<file path="src/common/wrs_pkg.sv">
package wrs_pkg;

	// ----------------------------------------------------------------
	// Clock and time base
	// ----------------------------------------------------------------
	localparam int unsigned CLOCK_PERIOD_NS     = 10;
	localparam int unsigned TICK_TIME_NS        = 100000;
	localparam int unsigned TICK_CYCLES         = TICK_TIME_NS / CLOCK_PERIOD_NS;
	localparam int unsigned TICKS_PER_MS        = 1000000 / TICK_TIME_NS;

	// ----------------------------------------------------------------
	// Reset output timing
	// ----------------------------------------------------------------
	localparam int unsigned RESET_FILTER_TIME_NS = 10000;
	localparam int unsigned RESET_FILTER_CYCLES  = (RESET_FILTER_TIME_NS + CLOCK_PERIOD_NS - 1) / CLOCK_PERIOD_NS;
	localparam int unsigned RESET_DELAY_TIME_MS  = 10;
	localparam int unsigned RESET_DELAY_TICKS    = RESET_DELAY_TIME_MS * TICKS_PER_MS;

	// ----------------------------------------------------------------
	// Watchdog timing
	// ----------------------------------------------------------------
	localparam int unsigned LONG_OPEN_WINDOW_TIME_MS = 200;
	localparam int unsigned LONG_OPEN_WINDOW_TICKS   = LONG_OPEN_WINDOW_TIME_MS * TICKS_PER_MS;
	localparam int unsigned CLOSED_WINDOW_PERCENT    = 60;
	localparam int unsigned OPEN_WINDOW_END_PERCENT  = 140;
	localparam int unsigned CNT_W                    = 14;

	// ----------------------------------------------------------------
	// Watchdog command byte fields
	// ----------------------------------------------------------------
	localparam int unsigned CMD_CHECKSUM_BIT = 7;
	localparam int unsigned CMD_WINDOW_BIT   = 5;
	localparam int unsigned CMD_RESERVED_BIT = 3;
	localparam int unsigned CMD_PERIOD_LSB   = 0;
	localparam logic        WINDOW_RESET     = 1'b0;
	localparam logic [2:0]  PERIOD_RESET     = 3'h1;

	// ----------------------------------------------------------------
	// Mode field codes and failure count limits
	// ----------------------------------------------------------------
	localparam logic [1:0] MODE_CODE_NORMAL = 2'h0;
	localparam logic [1:0] MODE_CODE_SLEEP  = 2'h1;
	localparam logic [1:0] MODE_CODE_STOP   = 2'h2;
	localparam logic [1:0] MODE_CODE_SOFT   = 2'h3;
	localparam logic [1:0] FAIL_CONFIG_2    = 2'h1;
	localparam logic [1:0] FAIL_MAX_CFG2    = 2'h1;
	localparam logic [1:0] FAIL_MAX_OTHER   = 2'h2;
	localparam logic [2:0] SYNC_RESET_VALUE = 3'h3;

	// ----------------------------------------------------------------
	// Types
	// ----------------------------------------------------------------
	typedef enum logic [2:0] {MODE_INIT, MODE_NORMAL, MODE_STOP, MODE_SLEEP, MODE_RESTART,
	                          MODE_FAILSAFE} wrs_mode_e;

	typedef struct packed {
		logic       wdogWindowSelect;
		logic [2:0] wdogPeriodField;
	} wrs_cfg_s;

	localparam wrs_cfg_s CFG_RESET = '{wdogWindowSelect: WINDOW_RESET, wdogPeriodField: PERIOD_RESET};

	// Period in ms for settings 1..7; setting 0 falls back to the shortest
	function automatic int unsigned wrs_period_ms(input logic [2:0] setting);
		case (setting)
			3'h2:    return 20;
			3'h3:    return 50;
			3'h4:    return 100;
			3'h5:    return 200;
			3'h6:    return 500;
			3'h7:    return 1000;
			default: return 10;
		endcase
	endfunction : wrs_period_ms

	function automatic logic [CNT_W-1:0] wrs_ticks(input logic [2:0] setting, input int unsigned percent);
		int unsigned t;
		t = wrs_period_ms(setting) * TICKS_PER_MS * percent / 100;
		return t[CNT_W-1:0];
	endfunction : wrs_ticks

endpackage : wrs_pkg

</file>
<file path="src/design/wrs_supervisor.sv">
// What this block does
// - Reset event pulls reset low after filter time, holds it for event plus delay.
// - At power-up reset stays low until supply is good, then delay elapses.
// - A watchdog service failure also asserts the reset output.
// - Mode code 11 in Normal or Stop soft-resets to Init with default settings.
// - Soft reset command in any other mode is ignored.
// - Option bit chooses whether soft reset pulses the reset output with delay.
// - Window select and period only programmable in Normal, kept in Stop.
// - In Init the long open window starts after reset output release, or at once on soft reset when the option bit is clear.
// - After Init, Restart or Stop re-entry the watchdog opens a 200 ms window.
// - Watchdog off in Sleep and Restart; long window on Normal entry from Stop or Restart.
// - Watchdog is served by a config write acting at chip select rising edge.
// - A good-checksum config write outside the closed window restarts the timer with the new setting.
// - Period field selects 10, 20, 50, 100, 200, 500 or 1000 ms.
// - Watchdog reset enters Restart or Fail-Safe; release starts long window, Normal.
// - Development mode disables watchdog reset.
// - Each bad trigger or expiry counts up, saturating at 01 or 10.
// - Failure count clears on good trigger, on Sleep entry and on soft reset.
// - Time-out type: any trigger restarts period, expiry forces reset.
// - Window type: trigger in closed window or expiry forces reset.
// - Closed window is 60% of period; period is middle of open window.
// - Command bits must have even parity, reserved bit included as written.
// - Bad checksum command is dropped and sets the error flag.
`timescale 1ns/1ps
`default_nettype none

module wrs_supervisor #(
	parameter int unsigned TICK_CYCLES = wrs_pkg::TICK_CYCLES
) (
	// Clock and reset
	input  wire logic              clock,
	input  wire logic              rst_n,
	// Asynchronous pins
	input  wire logic              vcc1Undervoltage,
	input  wire logic              chipSelectN,
	input  wire logic              developmentMode,
	// Frame decoder on this clock
	input  wire logic              wdogCmdValid,
	input  wire logic [7:0]        wdogCmdData,
	input  wire logic              modeWrite,
	input  wire logic [1:0]        modeField,
	// Configuration and events
	input  wire logic              softResetAssertOption,
	input  wire logic [1:0]        failConfig,
	input  wire logic              wakeEvent,
	input  wire logic              spiErrorClear,
	// Status
	output logic                   resetOutN,
	output wrs_pkg::wrs_mode_e     sbcMode,
	output wrs_pkg::wrs_cfg_s      wdogConfigReg,
	output logic [1:0]             wdogFailCount,
	output logic                   spiErrorFlag,
	output logic                   wdogRunning
);

	typedef enum logic [1:0] {RS_HOLD, RS_DELAY, RS_HIGH} wrs_rst_e;
	typedef enum logic [1:0] {WD_OFF, WD_LONG, WD_RUN} wrs_wd_e;

	localparam int unsigned FW = $clog2(wrs_pkg::RESET_FILTER_CYCLES + 1);
	localparam int unsigned DW = $clog2(wrs_pkg::RESET_DELAY_TICKS + 1);
	localparam int unsigned CW = wrs_pkg::CNT_W;

	logic       tick;
	logic [2:0] syncIn;
	logic       uvSync;
	logic       csSync;
	logic       devSync;

	// ----------------------------------------------------------------
	// Input synchronisers and time base
	// ----------------------------------------------------------------
	wrs_sync3 #(
		.WIDTH       (3),
		.RESET_VALUE (wrs_pkg::SYNC_RESET_VALUE)
	) u_sync (
		.clock   (clock),
		.rst_n   (rst_n),
		.asyncIn ({developmentMode, chipSelectN, vcc1Undervoltage}),
		.syncOut (syncIn)
	);

	assign uvSync  = syncIn[0];
	assign csSync  = syncIn[1];
	assign devSync = syncIn[2];

	wrs_tick_div #(
		.CYCLES (TICK_CYCLES)
	) u_tick (
		.clock (clock),
		.rst_n (rst_n),
		.tick  (tick)
	);

	// ----------------------------------------------------------------
	// Reset output sequencer
	// ----------------------------------------------------------------
	wrs_rst_e      rstState;
	wrs_rst_e      next_rstState;
	logic [FW-1:0] filterCnt;
	logic [FW-1:0] next_filterCnt;
	logic [DW-1:0] delayCnt;
	logic [DW-1:0] next_delayCnt;
	logic          next_resetOutN;
	logic          resetOutPrev;
	logic          rstFallEvt;
	logic          next_rstFallEvt;
	logic          wdFailEvt;
	logic          softRstEvt;
	logic          holdLow;

	always_comb begin
		next_rstState   = rstState;
		next_filterCnt  = '0;
		next_delayCnt   = delayCnt;
		next_rstFallEvt = 1'b0;
		holdLow         = uvSync || sbcMode inside {wrs_pkg::MODE_FAILSAFE, wrs_pkg::MODE_SLEEP};
		case (rstState)
			RS_HOLD: begin
				if (!holdLow) begin
					next_rstState = RS_DELAY;
					next_delayCnt = '0;
				end
			end
			RS_DELAY: begin
				if (holdLow) begin
					next_rstState = RS_HOLD;
				end else if (tick) begin
					if (delayCnt == DW'(wrs_pkg::RESET_DELAY_TICKS - 1)) begin
						next_rstState = RS_HIGH;
					end else begin
						next_delayCnt = delayCnt + 1'b1;
					end
				end
			end
			RS_HIGH: begin
				if (uvSync) begin
					next_filterCnt = filterCnt + 1'b1;
				end
				if (wdFailEvt || softRstEvt || sbcMode == wrs_pkg::MODE_SLEEP) begin
					next_rstState = RS_DELAY;
					next_delayCnt = '0;
				end else if (uvSync && filterCnt == FW'(wrs_pkg::RESET_FILTER_CYCLES - 1)) begin
					next_rstState   = RS_HOLD;
					next_rstFallEvt = 1'b1;
				end
			end
			default: begin
				next_rstState = RS_HOLD;
			end
		endcase
		next_resetOutN = (next_rstState == RS_HIGH);
	end

	always_ff @(posedge clock or negedge rst_n) begin
		if (!rst_n) begin
			rstState     <= RS_HOLD;
			filterCnt    <= '0;
			delayCnt     <= '0;
			resetOutN    <= 1'b0;
			resetOutPrev <= 1'b0;
			rstFallEvt   <= 1'b0;
		end else begin
			rstState     <= next_rstState;
			filterCnt    <= next_filterCnt;
			delayCnt     <= next_delayCnt;
			resetOutN    <= next_resetOutN;
			resetOutPrev <= resetOutN;
			rstFallEvt   <= next_rstFallEvt;
		end
	end

	// ----------------------------------------------------------------
	// Mode control and watchdog
	// ----------------------------------------------------------------
	wrs_pkg::wrs_mode_e next_sbcMode;
	wrs_pkg::wrs_cfg_s  next_wdogConfigReg;
	wrs_wd_e            wdState;
	wrs_wd_e            next_wdState;
	logic [CW-1:0]      wdCnt;
	logic [CW-1:0]      next_wdCnt;
	logic [CW-1:0]      limit;
	logic [1:0]         next_wdogFailCount;
	logic [1:0]         failMax;
	logic               next_spiErrorFlag;
	logic               cmdPending;
	logic               next_cmdPending;
	logic [7:0]         cmdBuf;
	logic [7:0]         next_cmdBuf;
	logic               csPrev;
	logic               trigger;
	logic               inClosed;
	logic               expire;
	logic               wdFail;
	logic               releaseEvt;

	always_comb begin
		next_sbcMode       = sbcMode;
		next_wdogConfigReg = wdogConfigReg;
		next_wdState       = wdState;
		next_wdCnt         = wdCnt;
		next_wdogFailCount = wdogFailCount;
		next_spiErrorFlag  = spiErrorFlag && !spiErrorClear;
		next_cmdPending    = cmdPending;
		next_cmdBuf        = cmdBuf;
		wdFailEvt          = 1'b0;
		softRstEvt         = 1'b0;
		wdFail             = 1'b0;
		releaseEvt         = resetOutN && !resetOutPrev;
		failMax            = (failConfig == wrs_pkg::FAIL_CONFIG_2) ? wrs_pkg::FAIL_MAX_CFG2
		                                                            : wrs_pkg::FAIL_MAX_OTHER;
		if (wdogCmdValid) begin
			next_cmdPending = 1'b1;
			next_cmdBuf     = wdogCmdData;
		end
		trigger = csSync && !csPrev && cmdPending;
		if (csSync && !csPrev) begin
			next_cmdPending = wdogCmdValid;
		end
		if (wdState == WD_LONG) begin
			limit = CW'(wrs_pkg::LONG_OPEN_WINDOW_TICKS);
		end else if (wdogConfigReg.wdogWindowSelect) begin
			limit = wrs_pkg::wrs_ticks(wdogConfigReg.wdogPeriodField, wrs_pkg::OPEN_WINDOW_END_PERCENT);
		end else begin
			limit = wrs_pkg::wrs_ticks(wdogConfigReg.wdogPeriodField, 100);
		end
		inClosed = (wdState == WD_RUN) && wdogConfigReg.wdogWindowSelect
		        && (wdCnt < wrs_pkg::wrs_ticks(wdogConfigReg.wdogPeriodField,
		                                       wrs_pkg::CLOSED_WINDOW_PERCENT));
		expire = (wdState != WD_OFF) && tick && (wdCnt == limit - 1'b1);
		if (wdState != WD_OFF && tick) begin
			next_wdCnt = wdCnt + 1'b1;
		end

		// Mode requests
		if (modeWrite) begin
			case (modeField)
				wrs_pkg::MODE_CODE_NORMAL: begin
					if (sbcMode == wrs_pkg::MODE_STOP) begin
						next_sbcMode = wrs_pkg::MODE_NORMAL;
						next_wdState = WD_LONG;
						next_wdCnt   = '0;
					end else if (sbcMode == wrs_pkg::MODE_INIT) begin
						next_sbcMode = wrs_pkg::MODE_NORMAL;
					end
				end
				wrs_pkg::MODE_CODE_SLEEP: begin
					if (sbcMode == wrs_pkg::MODE_NORMAL) begin
						next_sbcMode       = wrs_pkg::MODE_SLEEP;
						next_wdState       = WD_OFF;
						next_wdogFailCount = '0;
					end
				end
				wrs_pkg::MODE_CODE_STOP: begin
					if (sbcMode == wrs_pkg::MODE_NORMAL) begin
						next_sbcMode = wrs_pkg::MODE_STOP;
					end
				end
				default: begin
					if (sbcMode == wrs_pkg::MODE_NORMAL || sbcMode == wrs_pkg::MODE_STOP) begin
						next_sbcMode       = wrs_pkg::MODE_INIT;
						next_wdogConfigReg = wrs_pkg::CFG_RESET;
						next_wdogFailCount = '0;
						next_spiErrorFlag  = 1'b0;
						next_cmdPending    = 1'b0;
						softRstEvt         = softResetAssertOption;
						next_wdState       = softResetAssertOption ? WD_OFF : WD_LONG;
						next_wdCnt         = '0;
					end
				end
			endcase
		end else if (trigger) begin
			if (^cmdBuf) begin
				next_spiErrorFlag = 1'b1;
			end else begin
				if (sbcMode == wrs_pkg::MODE_NORMAL) begin
					next_wdogConfigReg.wdogWindowSelect = cmdBuf[wrs_pkg::CMD_WINDOW_BIT];
					next_wdogConfigReg.wdogPeriodField  = cmdBuf[wrs_pkg::CMD_PERIOD_LSB +: 3];
				end
				if (wdState != WD_OFF) begin
					if (inClosed) begin
						wdFail = 1'b1;
					end else begin
						next_wdState       = WD_RUN;
						next_wdCnt         = '0;
						next_wdogFailCount = '0;
					end
				end
			end
		end else if (expire) begin
			wdFail = 1'b1;
		end

		if (wdFail) begin
			next_wdCnt = '0;
			if (wdogFailCount != failMax) begin
				next_wdogFailCount = wdogFailCount + 1'b1;
			end
			if (!devSync) begin
				wdFailEvt    = 1'b1;
				next_wdState = WD_OFF;
				next_sbcMode = (wdogFailCount == failMax) ? wrs_pkg::MODE_FAILSAFE
				                                          : wrs_pkg::MODE_RESTART;
			end
		end

		// Supply, wake and release events
		if (rstFallEvt && sbcMode != wrs_pkg::MODE_INIT) begin
			next_sbcMode = wrs_pkg::MODE_RESTART;
			next_wdState = WD_OFF;
		end else if (wakeEvent && (sbcMode == wrs_pkg::MODE_SLEEP || sbcMode == wrs_pkg::MODE_FAILSAFE)) begin
			next_sbcMode = wrs_pkg::MODE_RESTART;
		end else if (releaseEvt && (sbcMode == wrs_pkg::MODE_RESTART || sbcMode == wrs_pkg::MODE_INIT)) begin
			if (sbcMode == wrs_pkg::MODE_RESTART) begin
				next_sbcMode = wrs_pkg::MODE_NORMAL;
			end
			next_wdState = WD_LONG;
			next_wdCnt   = '0;
		end
	end

	always_ff @(posedge clock or negedge rst_n) begin
		if (!rst_n) begin
			sbcMode       <= wrs_pkg::MODE_INIT;
			wdogConfigReg <= wrs_pkg::CFG_RESET;
			wdState       <= WD_OFF;
			wdCnt         <= '0;
			wdogFailCount <= '0;
			spiErrorFlag  <= 1'b0;
			cmdPending    <= 1'b0;
			cmdBuf        <= '0;
			csPrev        <= 1'b1;
			wdogRunning   <= 1'b0;
		end else begin
			sbcMode       <= next_sbcMode;
			wdogConfigReg <= next_wdogConfigReg;
			wdState       <= next_wdState;
			wdCnt         <= next_wdCnt;
			wdogFailCount <= next_wdogFailCount;
			spiErrorFlag  <= next_spiErrorFlag;
			cmdPending    <= next_cmdPending;
			cmdBuf        <= next_cmdBuf;
			csPrev        <= csSync;
			wdogRunning   <= (next_wdState != WD_OFF);
		end
	end

endmodule : wrs_supervisor

`default_nettype wire

</file>
<file path="src/design/wrs_sync3.sv">
`timescale 1ns/1ps
`default_nettype none

module wrs_sync3 #(
	parameter int unsigned   WIDTH       = 1,
	parameter logic [WIDTH-1:0] RESET_VALUE = '0
) (
	// Clock and reset
	input  wire logic             clock,
	input  wire logic             rst_n,
	// Asynchronous inputs and filtered result
	input  wire logic [WIDTH-1:0] asyncIn,
	output logic      [WIDTH-1:0] syncOut
);

	logic [WIDTH-1:0] stage1;
	logic [WIDTH-1:0] stage2;
	logic [WIDTH-1:0] stage3;
	logic [WIDTH-1:0] next_syncOut;

	// ----------------------------------------------------------------
	// Per bit: accept a change once stages two and three agree
	// ----------------------------------------------------------------
	for (genvar i = 0; i < WIDTH; i++) begin : g_bit
		always_comb begin
			next_syncOut[i] = (stage2[i] == stage3[i]) ? stage3[i] : syncOut[i];
		end
	end

	always_ff @(posedge clock or negedge rst_n) begin
		if (!rst_n) begin
			stage1  <= RESET_VALUE;
			stage2  <= RESET_VALUE;
			stage3  <= RESET_VALUE;
			syncOut <= RESET_VALUE;
		end else begin
			stage1  <= asyncIn;
			stage2  <= stage1;
			stage3  <= stage2;
			syncOut <= next_syncOut;
		end
	end

endmodule : wrs_sync3

`default_nettype wire

</file>
<file path="src/design/wrs_tick_div.sv">
`timescale 1ns/1ps
`default_nettype none

module wrs_tick_div #(
	parameter int unsigned CYCLES = 10000
) (
	// Clock and reset
	input  wire logic clock,
	input  wire logic rst_n,
	// One-cycle enable at the slow rate
	output logic      tick
);

	logic [$clog2(CYCLES+1)-1:0] count;
	logic [$clog2(CYCLES+1)-1:0] next_count;
	logic                        next_tick;

	always_comb begin
		next_tick  = (count == $bits(count)'(CYCLES - 1));
		next_count = next_tick ? '0 : count + 1'b1;
	end

	always_ff @(posedge clock or negedge rst_n) begin
		if (!rst_n) begin
			count <= '0;
			tick  <= 1'b0;
		end else begin
			count <= next_count;
			tick  <= next_tick;
		end
	end

endmodule : wrs_tick_div

`default_nettype wire

</file>
<file path="config.mk">
export PLATFORM = sky130hd
export DESIGN_NAME = wrs_supervisor
export DESIGN_NICKNAME = d
export VERILOG_FILES = /design/src/common/wrs_pkg.sv /design/src/design/wrs_supervisor.sv /design/src/design/wrs_sync3.sv /design/src/design/wrs_tick_div.sv
export SDC_FILE = /design/constraint.sdc
export NUM_CORES = 1
export LEC_CHECK = 0
export BUFFER_PORTS_ARGS = -buffer_cell sky130_fd_sc_hd__buf_2
export CORE_MARGIN = 1
export CORE_UTILIZATION = 32
export CTS_CLUSTER_SIZE = 12
export DETAILED_ROUTE_END_ITERATION = 12
export PLACE_DENSITY_LB_ADDON = 0.25
export SYNTH_ARGS = -nofsm -noshare
export SYNTH_HDL_FRONTEND = slang
export SYNTH_SLANG_ARGS = --single-unit
</file>
<file path="constraint.sdc">
create_clock -name clock -period 15.6 [get_ports clock]
set_clock_uncertainty 0.1 [all_clocks]
set_input_delay 2.34 -clock clock [delete_from_list [all_inputs] [get_ports clock]]
set_output_delay 2.34 -clock clock [all_outputs]
set_load 0.02 [all_outputs]
</file>
==> Word-level counts from Yosys, hierarchy flattened <==
Cells that the tools add are included.
{ "word_totals": {"ff_bits": 86, "elab_cells": 220} }
{ "op_classes": {"addsub": 6, "n_mul": 6, "n_div": 3, "magnitude_cmp": 1, "n_eq_ne": 36, "muxes": 106, "reduce_logical": 37} }
{ "op_table": {"columns": ["op", "n"], "rows": [
  ["2-to-1 mux 14 bit", 15],
  ["2-to-1 mux 32 bit", 4],
  ["divider 32 x 7 -> 32 bit (second input constant)", 3],
  ["multiplier 32 x 3 -> 31 bit (second input constant)", 3],
  ["case mux 10 bit (6 select lines)", 1],
  ["2-to-1 mux 2 bit", 29],
  ["2-to-1 mux 3 bit", 12],
  ["2-to-1 mux 7 bit", 5],
  ["multiplier 31 x 4 -> 29 bit (second input constant)", 1],
  ["multiplier 31 x 5 -> 29 bit (second input constant)", 1],
  ["multiplier 31 x 6 -> 29 bit (second input constant)", 1],
  ["adder 14 x 1 -> 14 bit (second input constant)", 2],
  ["case mux 14 bit (2 select lines)", 1],
  ["2-to-1 mux 1 bit", 26],
  ["2-to-1 mux 4 bit", 6],
  ["case mux 7 bit (3 select lines)", 1],
  ["2-to-1 mux 10 bit", 2],
  ["equality test 3 bit (second input constant)", 6],
  ["equality test 14 bit", 1],
  ["equality test 14 bit (second input constant)", 1],
  ["< comparator 14 bit", 1],
  ["subtractor 14 x 1 -> 14 bit (second input constant)", 1],
  ["equality test 3 x 2 -> 1 bit (second input constant)", 4],
  ["logical AND 1 bit", 12],
  ["other kinds (27)", 56]
]} }

==> Longest topological paths before layout <==
{ "depth": {"depth_word": 21, "ltp_mapped": 83, "ltp_nobuf": 74} }

==> Modules after synthesis <==
Synthesis repeated with hierarchy kept, for this count alone.
{ "unflattened": {"hier_cells": 1828, "area_unflattened_um2": 14239.9} }
{ "modules_own_cells": {"columns": ["module", "instances", "cells_per_inst", "area_each_um2"], "rows": [
  ["wrs_supervisor", 1, 1752, 13200.2],
  ["wrs_tick_div", 1, 61, 695.7],
  ["wrs_sync3", 1, 15, 344.1]
]} }

==> Least setup slack after synthesis <==
Ideal clock, no wire load.
{ "synth_timing": {"kind": "register -> register", "from": "reg wdogConfigReg[2] (netlist bit)", "to": "reg wdogFailCount[0]", "setup_time_ps": 81, "arrival_ps": 16162, "required_ps": 15419, "slack_ps": -743, "path_stages_with_launch": 73, "path_buffers": 6, "synth_period_minus_slack_ps": 16343, "path_cell_list": "dfrtp_1 > buf_6 > buf_2 > nand2_1 > clkinv_1 > clkbuf_1 > clkbuf_1 > nor2_1 > ha_1 > ha_1 > a21o_1 > a21oi_1 > inv_1 > o21a_1 > ha_1 > ha_1 > inv_1 > fa_1 > (+37 left out) > a211oi_2 > o32ai_1 > nand3_1 > a21oi_1 > or2_2 > ha_1 > nand2_1 > nor3_1 > nand4_1 > a2111o_1 > a211oi_1 > a211o_1 > o2111a_1 > and4_1 > or2_1 > buf_6 > and3_1 > mux2i_1"} }
{ "synth_between": {"elab_chain_cells": 16, "elab_cells_between_ends": 40, "cone_classes": "add/sub (1); mul (6); div (3); order compare (1); eq/ne (7); mux (20); reduce/logical (2)"} }
{ "synth_rtl": {"columns": ["element", "line", "source"], "rows": [
  ["start, declared", "wrs_supervisor.sv:50", "output wrs_pkg::wrs_cfg_s wdogConfigReg,"],
  ["start signal, assigned", "wrs_supervisor.sv:324", "wdogConfigReg <= wrs_pkg::CFG_RESET;"],
  ["start signal, assigned", "wrs_supervisor.sv:335", "wdogConfigReg <= next_wdogConfigReg;"],
  ["equality test 3 bit or equality test 3 x 2 -> 1 bit (tied branches)", "wrs_pkg.sv:65", "case (setting)"],
  ["case mux 10 bit (6 select lines) *", "wrs_pkg.sv:65", null],
  ["2-to-1 mux 32 bit", "wrs_supervisor.sv:221", "end else if (wdogConfigReg.wdogWindowSelect) begin"],
  ["2-to-1 mux 32 bit", "wrs_supervisor.sv:219", "if (wdState == WD_LONG) begin"],
  ["multiplier 32 x 3 -> 31 bit", "wrs_pkg.sv:78", "t = wrs_period_ms(setting) * TICKS_PER_MS * percent / 100;"],
  ["multiplier 31 x 5 -> 29 bit or multiplier 31 x 6 -> 29 bit (tied branches)", "wrs_pkg.sv:78", null],
  ["divider 32 x 7 -> 32 bit", "wrs_pkg.sv:78", null],
  ["2-to-1 mux 14 bit", "wrs_supervisor.sv:221", null],
  ["2-to-1 mux 14 bit", "wrs_supervisor.sv:219", null],
  ["subtractor 14 x 1 -> 14 bit", "wrs_supervisor.sv:229", "expire = (wdState != WD_OFF) && tick && (wdCnt == limit - 1'b1);"],
  ["equality test 14 bit", "wrs_supervisor.sv:229", null],
  ["logical AND 1 bit", "wrs_supervisor.sv:229", null],
  ["2-to-1 mux 1 bit", "wrs_supervisor.sv:289", "end else if (expire) begin"],
  ["2-to-1 mux 1 bit", "wrs_supervisor.sv:271", "end else if (trigger) begin"],
  ["2-to-1 mux 1 bit", "wrs_supervisor.sv:235", "if (modeWrite) begin"],
  ["2-to-1 mux 2 bit *", "wrs_supervisor.sv:293", "if (wdFail) begin"],
  ["named net next_wdogFailCount[0]", "wrs_supervisor.sv:182", "logic [1:0] next_wdogFailCount;"],
  ["end signal, assigned", "wrs_supervisor.sv:338", "wdogFailCount <= next_wdogFailCount;"],
  ["end, declared", "wrs_supervisor.sv:51", "output logic [1:0] wdogFailCount,"]
]} }
The timed path passes the listed nets; every way through them passes the cells marked *. The select of a mux whose other input is x is not followed.
A chain may end at the register's enable or synchronous reset.

==> Final worst setup path <==
{ "layout_timing": {"from": "reg wdogConfigReg[0] (netlist bit)", "to": "reg wdCnt[8]"} }
{ "layout_between": {"elab_chain_cells": 19, "elab_cells_between_ends": 42, "cone_classes": "add/sub (1); mul (6); div (3); order compare (1); eq/ne (7); mux (22); reduce/logical (2)"} }
{ "layout_rtl": {"columns": ["element", "line", "source"], "rows": [
  ["equality test 3 bit or equality test 3 x 2 -> 1 bit (tied branches)", "wrs_pkg.sv:65", null],
  ["case mux 10 bit (6 select lines) *", "wrs_pkg.sv:65", null],
  ["2-to-1 mux 32 bit", "wrs_supervisor.sv:221", null],
  ["2-to-1 mux 32 bit", "wrs_supervisor.sv:219", null],
  ["multiplier 32 x 3 -> 31 bit", "wrs_pkg.sv:78", null],
  ["multiplier 31 x 5 -> 29 bit or multiplier 31 x 6 -> 29 bit (tied branches)", "wrs_pkg.sv:78", null],
  ["divider 32 x 7 -> 32 bit", "wrs_pkg.sv:78", null],
  ["2-to-1 mux 14 bit", "wrs_supervisor.sv:221", null],
  ["(+4 left out)", null, null],
  ["2-to-1 mux 1 bit", "wrs_supervisor.sv:289", null],
  ["2-to-1 mux 1 bit", "wrs_supervisor.sv:271", null],
  ["2-to-1 mux 1 bit", "wrs_supervisor.sv:235", null],
  ["2-to-1 mux 14 bit *", "wrs_supervisor.sv:293", null],
  ["2-to-1 mux 14 bit", "wrs_supervisor.sv:312", "end else if (releaseEvt && (sbcMode == wrs_pkg::MODE_RESTART || sbcMode == wrs_pkg::MODE_INIT)) begin"],
  ["2-to-1 mux 14 bit", "wrs_supervisor.sv:310", "end else if (wakeEvent && (sbcMode == wrs_pkg::MODE_SLEEP || sbcMode == wrs_pkg::MODE_FAILSAFE)) begin"],
  ["2-to-1 mux 14 bit *", "wrs_supervisor.sv:307", "if (rstFallEvt && sbcMode != wrs_pkg::MODE_INIT) begin"],
  ["named net next_wdCnt[8]", "wrs_supervisor.sv:180", "logic [CW-1:0] next_wdCnt;"],
  ["end signal, assigned", "wrs_supervisor.sv:337", "wdCnt <= next_wdCnt;"],
  ["end, declared", "wrs_supervisor.sv:179", "logic [CW-1:0] wdCnt;"]
]} }
Marks and branches as above.

==> flow_summary.json <==
{
  "cts.sinks": 86,
  "dp_hpwl_um": 36300,
  "finalWirelength_um": 47200,
  "grt_overflow": 0,
  "critPathMostFrequentCell": "ha_4",
  "slew_violations": 0,
  "place_congestion": 0.883,
  "rrSetupSlack_ns": -0.009,
  "synth_warnings": 0,
  "clockBufferDepth": 2,
  "startpoint_type": "flop",
  "area_delta_synth_final_pct": 34.0,
  "ant_nets": 0,
  "start_util_pct": 32.6,
  "critPathKind": "flop to flop",
  "crit_arrival_ns": 15.74,
  "core-area_um2": 43400,
  "tightest_slew_ns": 1.22,
  "synthArstFlopShare_pct": 100,
  "slowest_delay_ns": 0.61,
  "num_rows": 76,
  "die_area_um2": 45000,
  "crit_slowest_cell": "dfstp_2",
  "hold_violations": 0,
  "cp-startpoint": "wdogConfigReg[0]$_DFFE_PN1P_",
  "cts_tree": "built",
  "layout_min_cycle_time_ns": 15.61,
  "status": "finished, violations left",
  "hold_ws_ns": 0.255,
  "clockRootBuffer": "clkbuf_16",
  "r2r_cells": 67,
  "drive_gt1_share_pct": 30.9,
  "max_clock_freq_mhz": 64.1,
  "nNetsFinal": 2314,
  "clk_latency_ns": 0.34,
  "htreeDepth": 3,
  "syn_area_per_cell_um2": 7.63,
  "io_buffers": 33,
  "drtIter0Drc": 956,
  "grt_pass1_vias": 14600,
  "crit_end": "wdCnt[8]$_DFF_PN0_",
  "maxSlewHeadroom_pct": 18.1,
  "synth_area_um2": 14100,
  "routed-via-count": 15600,
  "chipWidth_um": 212,
  "path_clk_slew_ns": 0.06,
  "drt_pass1_iterations": 5,
  "timing.rr.start": "wdogConfigReg[0]$_DFFE_PN1P_",
  "critPathMaxFanout": 7,
  "synth_ff_type": "dfrtp_1",
  "rsz0062_at_grt": "true",
  "critical_path_required_ns": 15.73,
  "synth_cells": 1853,
  "ios": 34,
  "synth_seq_cells": 86,
  "critPathCaptureType": "flop",
  "maxCapViolCount": 0,
  "antenna_found_initial": 0,
  "synth_edf_count": 0,
  "path_depth": 67,
  "synth_cell_types": 126,
  "wire_per_inst_um": 17.1,
  "yosysSeqAreaShare_pct": 15.3,
  "grt_pass1_wl_um": 74700,
  "violations": "setup timing",
  "r2r_end": "wdCnt[8]$_DFF_PN0_",
  "fin_crit_sh_pct": 100,
  "vias_per_cell": 5.64,
  "cts_buffers": 9,
  "drc": 0,
  "diodes": 0,
  "cp_top_family": "compound AO/OA/AOI/OAI gates",
  "track_usage_pct": 20.1,
  "crit_buf_inv": 7,
  "dieHeight_um": 212,
  "hp-class": "flop to flop",
  "grt_max_degree": 57,
  "setup_viol": 2,
  "timing.final.ws_setup_ns": -0.00935,
  "nFillCells": 4320
}
==> cell usage in the layout, fill, tap and decap left out, types with 20 or more instances in the layout <==
cell type	Yosys	layout
inv_1	97	93
a21o_1	22	22
o211ai_1	32	32
nor3_1	69	61
and2_1	22	22
nand3_1	71	66
buf_2	12	32
mux2i_1	31	23
nand4_1	26	26
a21oi_1	123	105
o21ai_0	96	84
xnor2_1	76	73
and3_1	30	26
buf_4	2	311
nand2_1	168	162
ha_1	101	90
o21a_1	26	26
xor2_1	43	41
nor2_1	168	160
buf_6	3	20
dfrtp_1	76	73
nand2b_1	22	20
==> sequential cells by signal, summed over array words and instances (netlist names), 2 cells and up <==
| name | cells |
|---|---|
| u_tick.count | 14 |
| wdCnt | 14 |
| filterCnt | 10 |
| cmdBuf | 8 |
| delayCnt | 7 |
| wdogConfigReg | 4 |
| sbcMode | 3 |
| u_sync.stage1 | 3 |
| u_sync.stage2 | 3 |
| u_sync.stage3 | 3 |
| u_sync.syncOut | 3 |
| rstState | 2 |
| wdState | 2 |
| wdogFailCount | 2 |
==> how the worst min path moves through the flow <==
stage | startpoint | endpoint | cells past startpoint
finish | u_sync.stage1[1]$_DFF_PN1_ | u_sync.stage2[1]$_DFF_PN1_ | 0
global route | u_sync.stage1[1]$_DFF_PN1_ | u_sync.stage2[1]$_DFF_PN1_ | 0
CTS | u_sync.stage1[1]$_DFF_PN1_ | u_sync.stage2[1]$_DFF_PN1_ | 0
detailed placement | u_sync.stage1[1]$_DFF_PN1_ | u_sync.stage2[1]$_DFF_PN1_ | 0
global placement | u_sync.stage1[0]$_DFF_PN1_ | u_sync.stage2[0]$_DFF_PN1_ | 0
floorplan | u_sync.stage1[2]$_DFF_PN0_ | u_sync.stage2[2]$_DFF_PN0_ | 0
==> synthesized netlist by cell type (all sizes together) (9+ instances only) <==
cell / instances / share of area (%)
a211o: 18 / 1.1
a211oi: 25 / 1.5
a21o: 22 / 1.2
a21oi: 129 / 4.8
a22oi: 10 / 0.57
a311oi: 9 / 0.68
a31o: 10 / 0.62
a31oi: 25 / 1.3
and2: 25 / 1.1
and3: 31 / 1.4
and4: 12 / 0.76
buf: 25 / 0.98
clkbuf: 37 / 0.98
dfrtp: 76 / 13
dfstp: 10 / 1.9
fa: 20 / 2.8
ha: 101 / 8.9
inv: 99 / 2.6
mux2: 23 / 1.9
mux2i: 31 / 2.2
nand2: 169 / 4.5
nand2b: 22 / 0.97
nand3: 73 / 2.7
nand4: 26 / 1.2
nor2: 169 / 4.5
nor2b: 15 / 0.66
nor3: 72 / 2.7
nor4: 29 / 1.4
o2111ai: 11 / 0.77
o211a: 9 / 0.64
o211ai: 34 / 1.9
o21a: 26 / 1.4
o21ai: 124 / 4.5
o22ai: 13 / 0.62
o31ai: 19 / 1.2
or2: 22 / 0.99
or3: 18 / 0.80
or4: 9 / 0.50
xnor2: 80 / 5.2
xor2: 44 / 2.8
==> final cells by class <==
type                       count  area [µm²]  area share [%]
clock inverter                 4        70.1           0.370
clock buffer                  12         256            1.35
timing repair buffer         367        2800            14.8
inverter                     101         383            2.02
sequential                    86        2170            11.4
tap                          585         732            3.86
multi-input combinational   1606       12500            66.2
==> what timing repair did <==
action	in CTS	in global routing
resized for setup	59	176
setup buffers	16	30
hold endpoints to repair	0	0
pin swaps	44	85
cloned	0	1
endpoints found under the setup margin	33	33
hold buffers	0	0
==> kinds of logic (layout without fill, tap and decap cells) <==
| kind of cell | Yosys count | after routing | synth area share, % |
|---|---|---|---|
| muxes | 54 | 54 | 4.11 |
| and+or+nand+nor | 711 | 711 | 25.2 |
| buffers and inverters | 163 | 484 | 4.64 |
| adders and majority gates | 127 | 127 | 12.2 |
| AOI/OAI and AO/OA | 585 | 585 | 30.2 |
| other | 1 | 3 | 0.0265 |
| DFF | 86 | 86 | 15.3 |
| xor gates and xnor gates | 126 | 126 | 8.26 |
==> layer usage <==
layer | up-vias | part of all wire [%] | track usage (%)
met3 | 61 | 3.8 | 1.57
met1 | 7545 | 46 | 27.2
met5 | - | 0 | 0
li1 | 7605 | - | -
met2 | 368 | 48 | 34.5
met4 | 0 | 1.9 | 5.09
==> stage by stage <==
stage / setup WS [ns] / TNS (ns) / cells / utilization (%) / area, µm²
4_1_cts: 0.00538 / 0 / 2730 / 41.1 / 17800
3_5_place_dp: -0.664 / -19.24 / 2698 / 39.4 / 17100
5_1_grt: -0.675 / -18.15 / 2761 / 43.7 / 19000
6_report: -0.00935 / -0.0150 / 2761 / 43.7 / 19000
2_1_floorplan: 0.00980 / 0 / 1855 / - / 14300
3_3_place_gp: -0.599 / -17.22 / 2698 / 39.4 / 17100
Power is not shown: default switching activity piles up to over one toggle a cycle in this logic, so the estimate is an artifact.
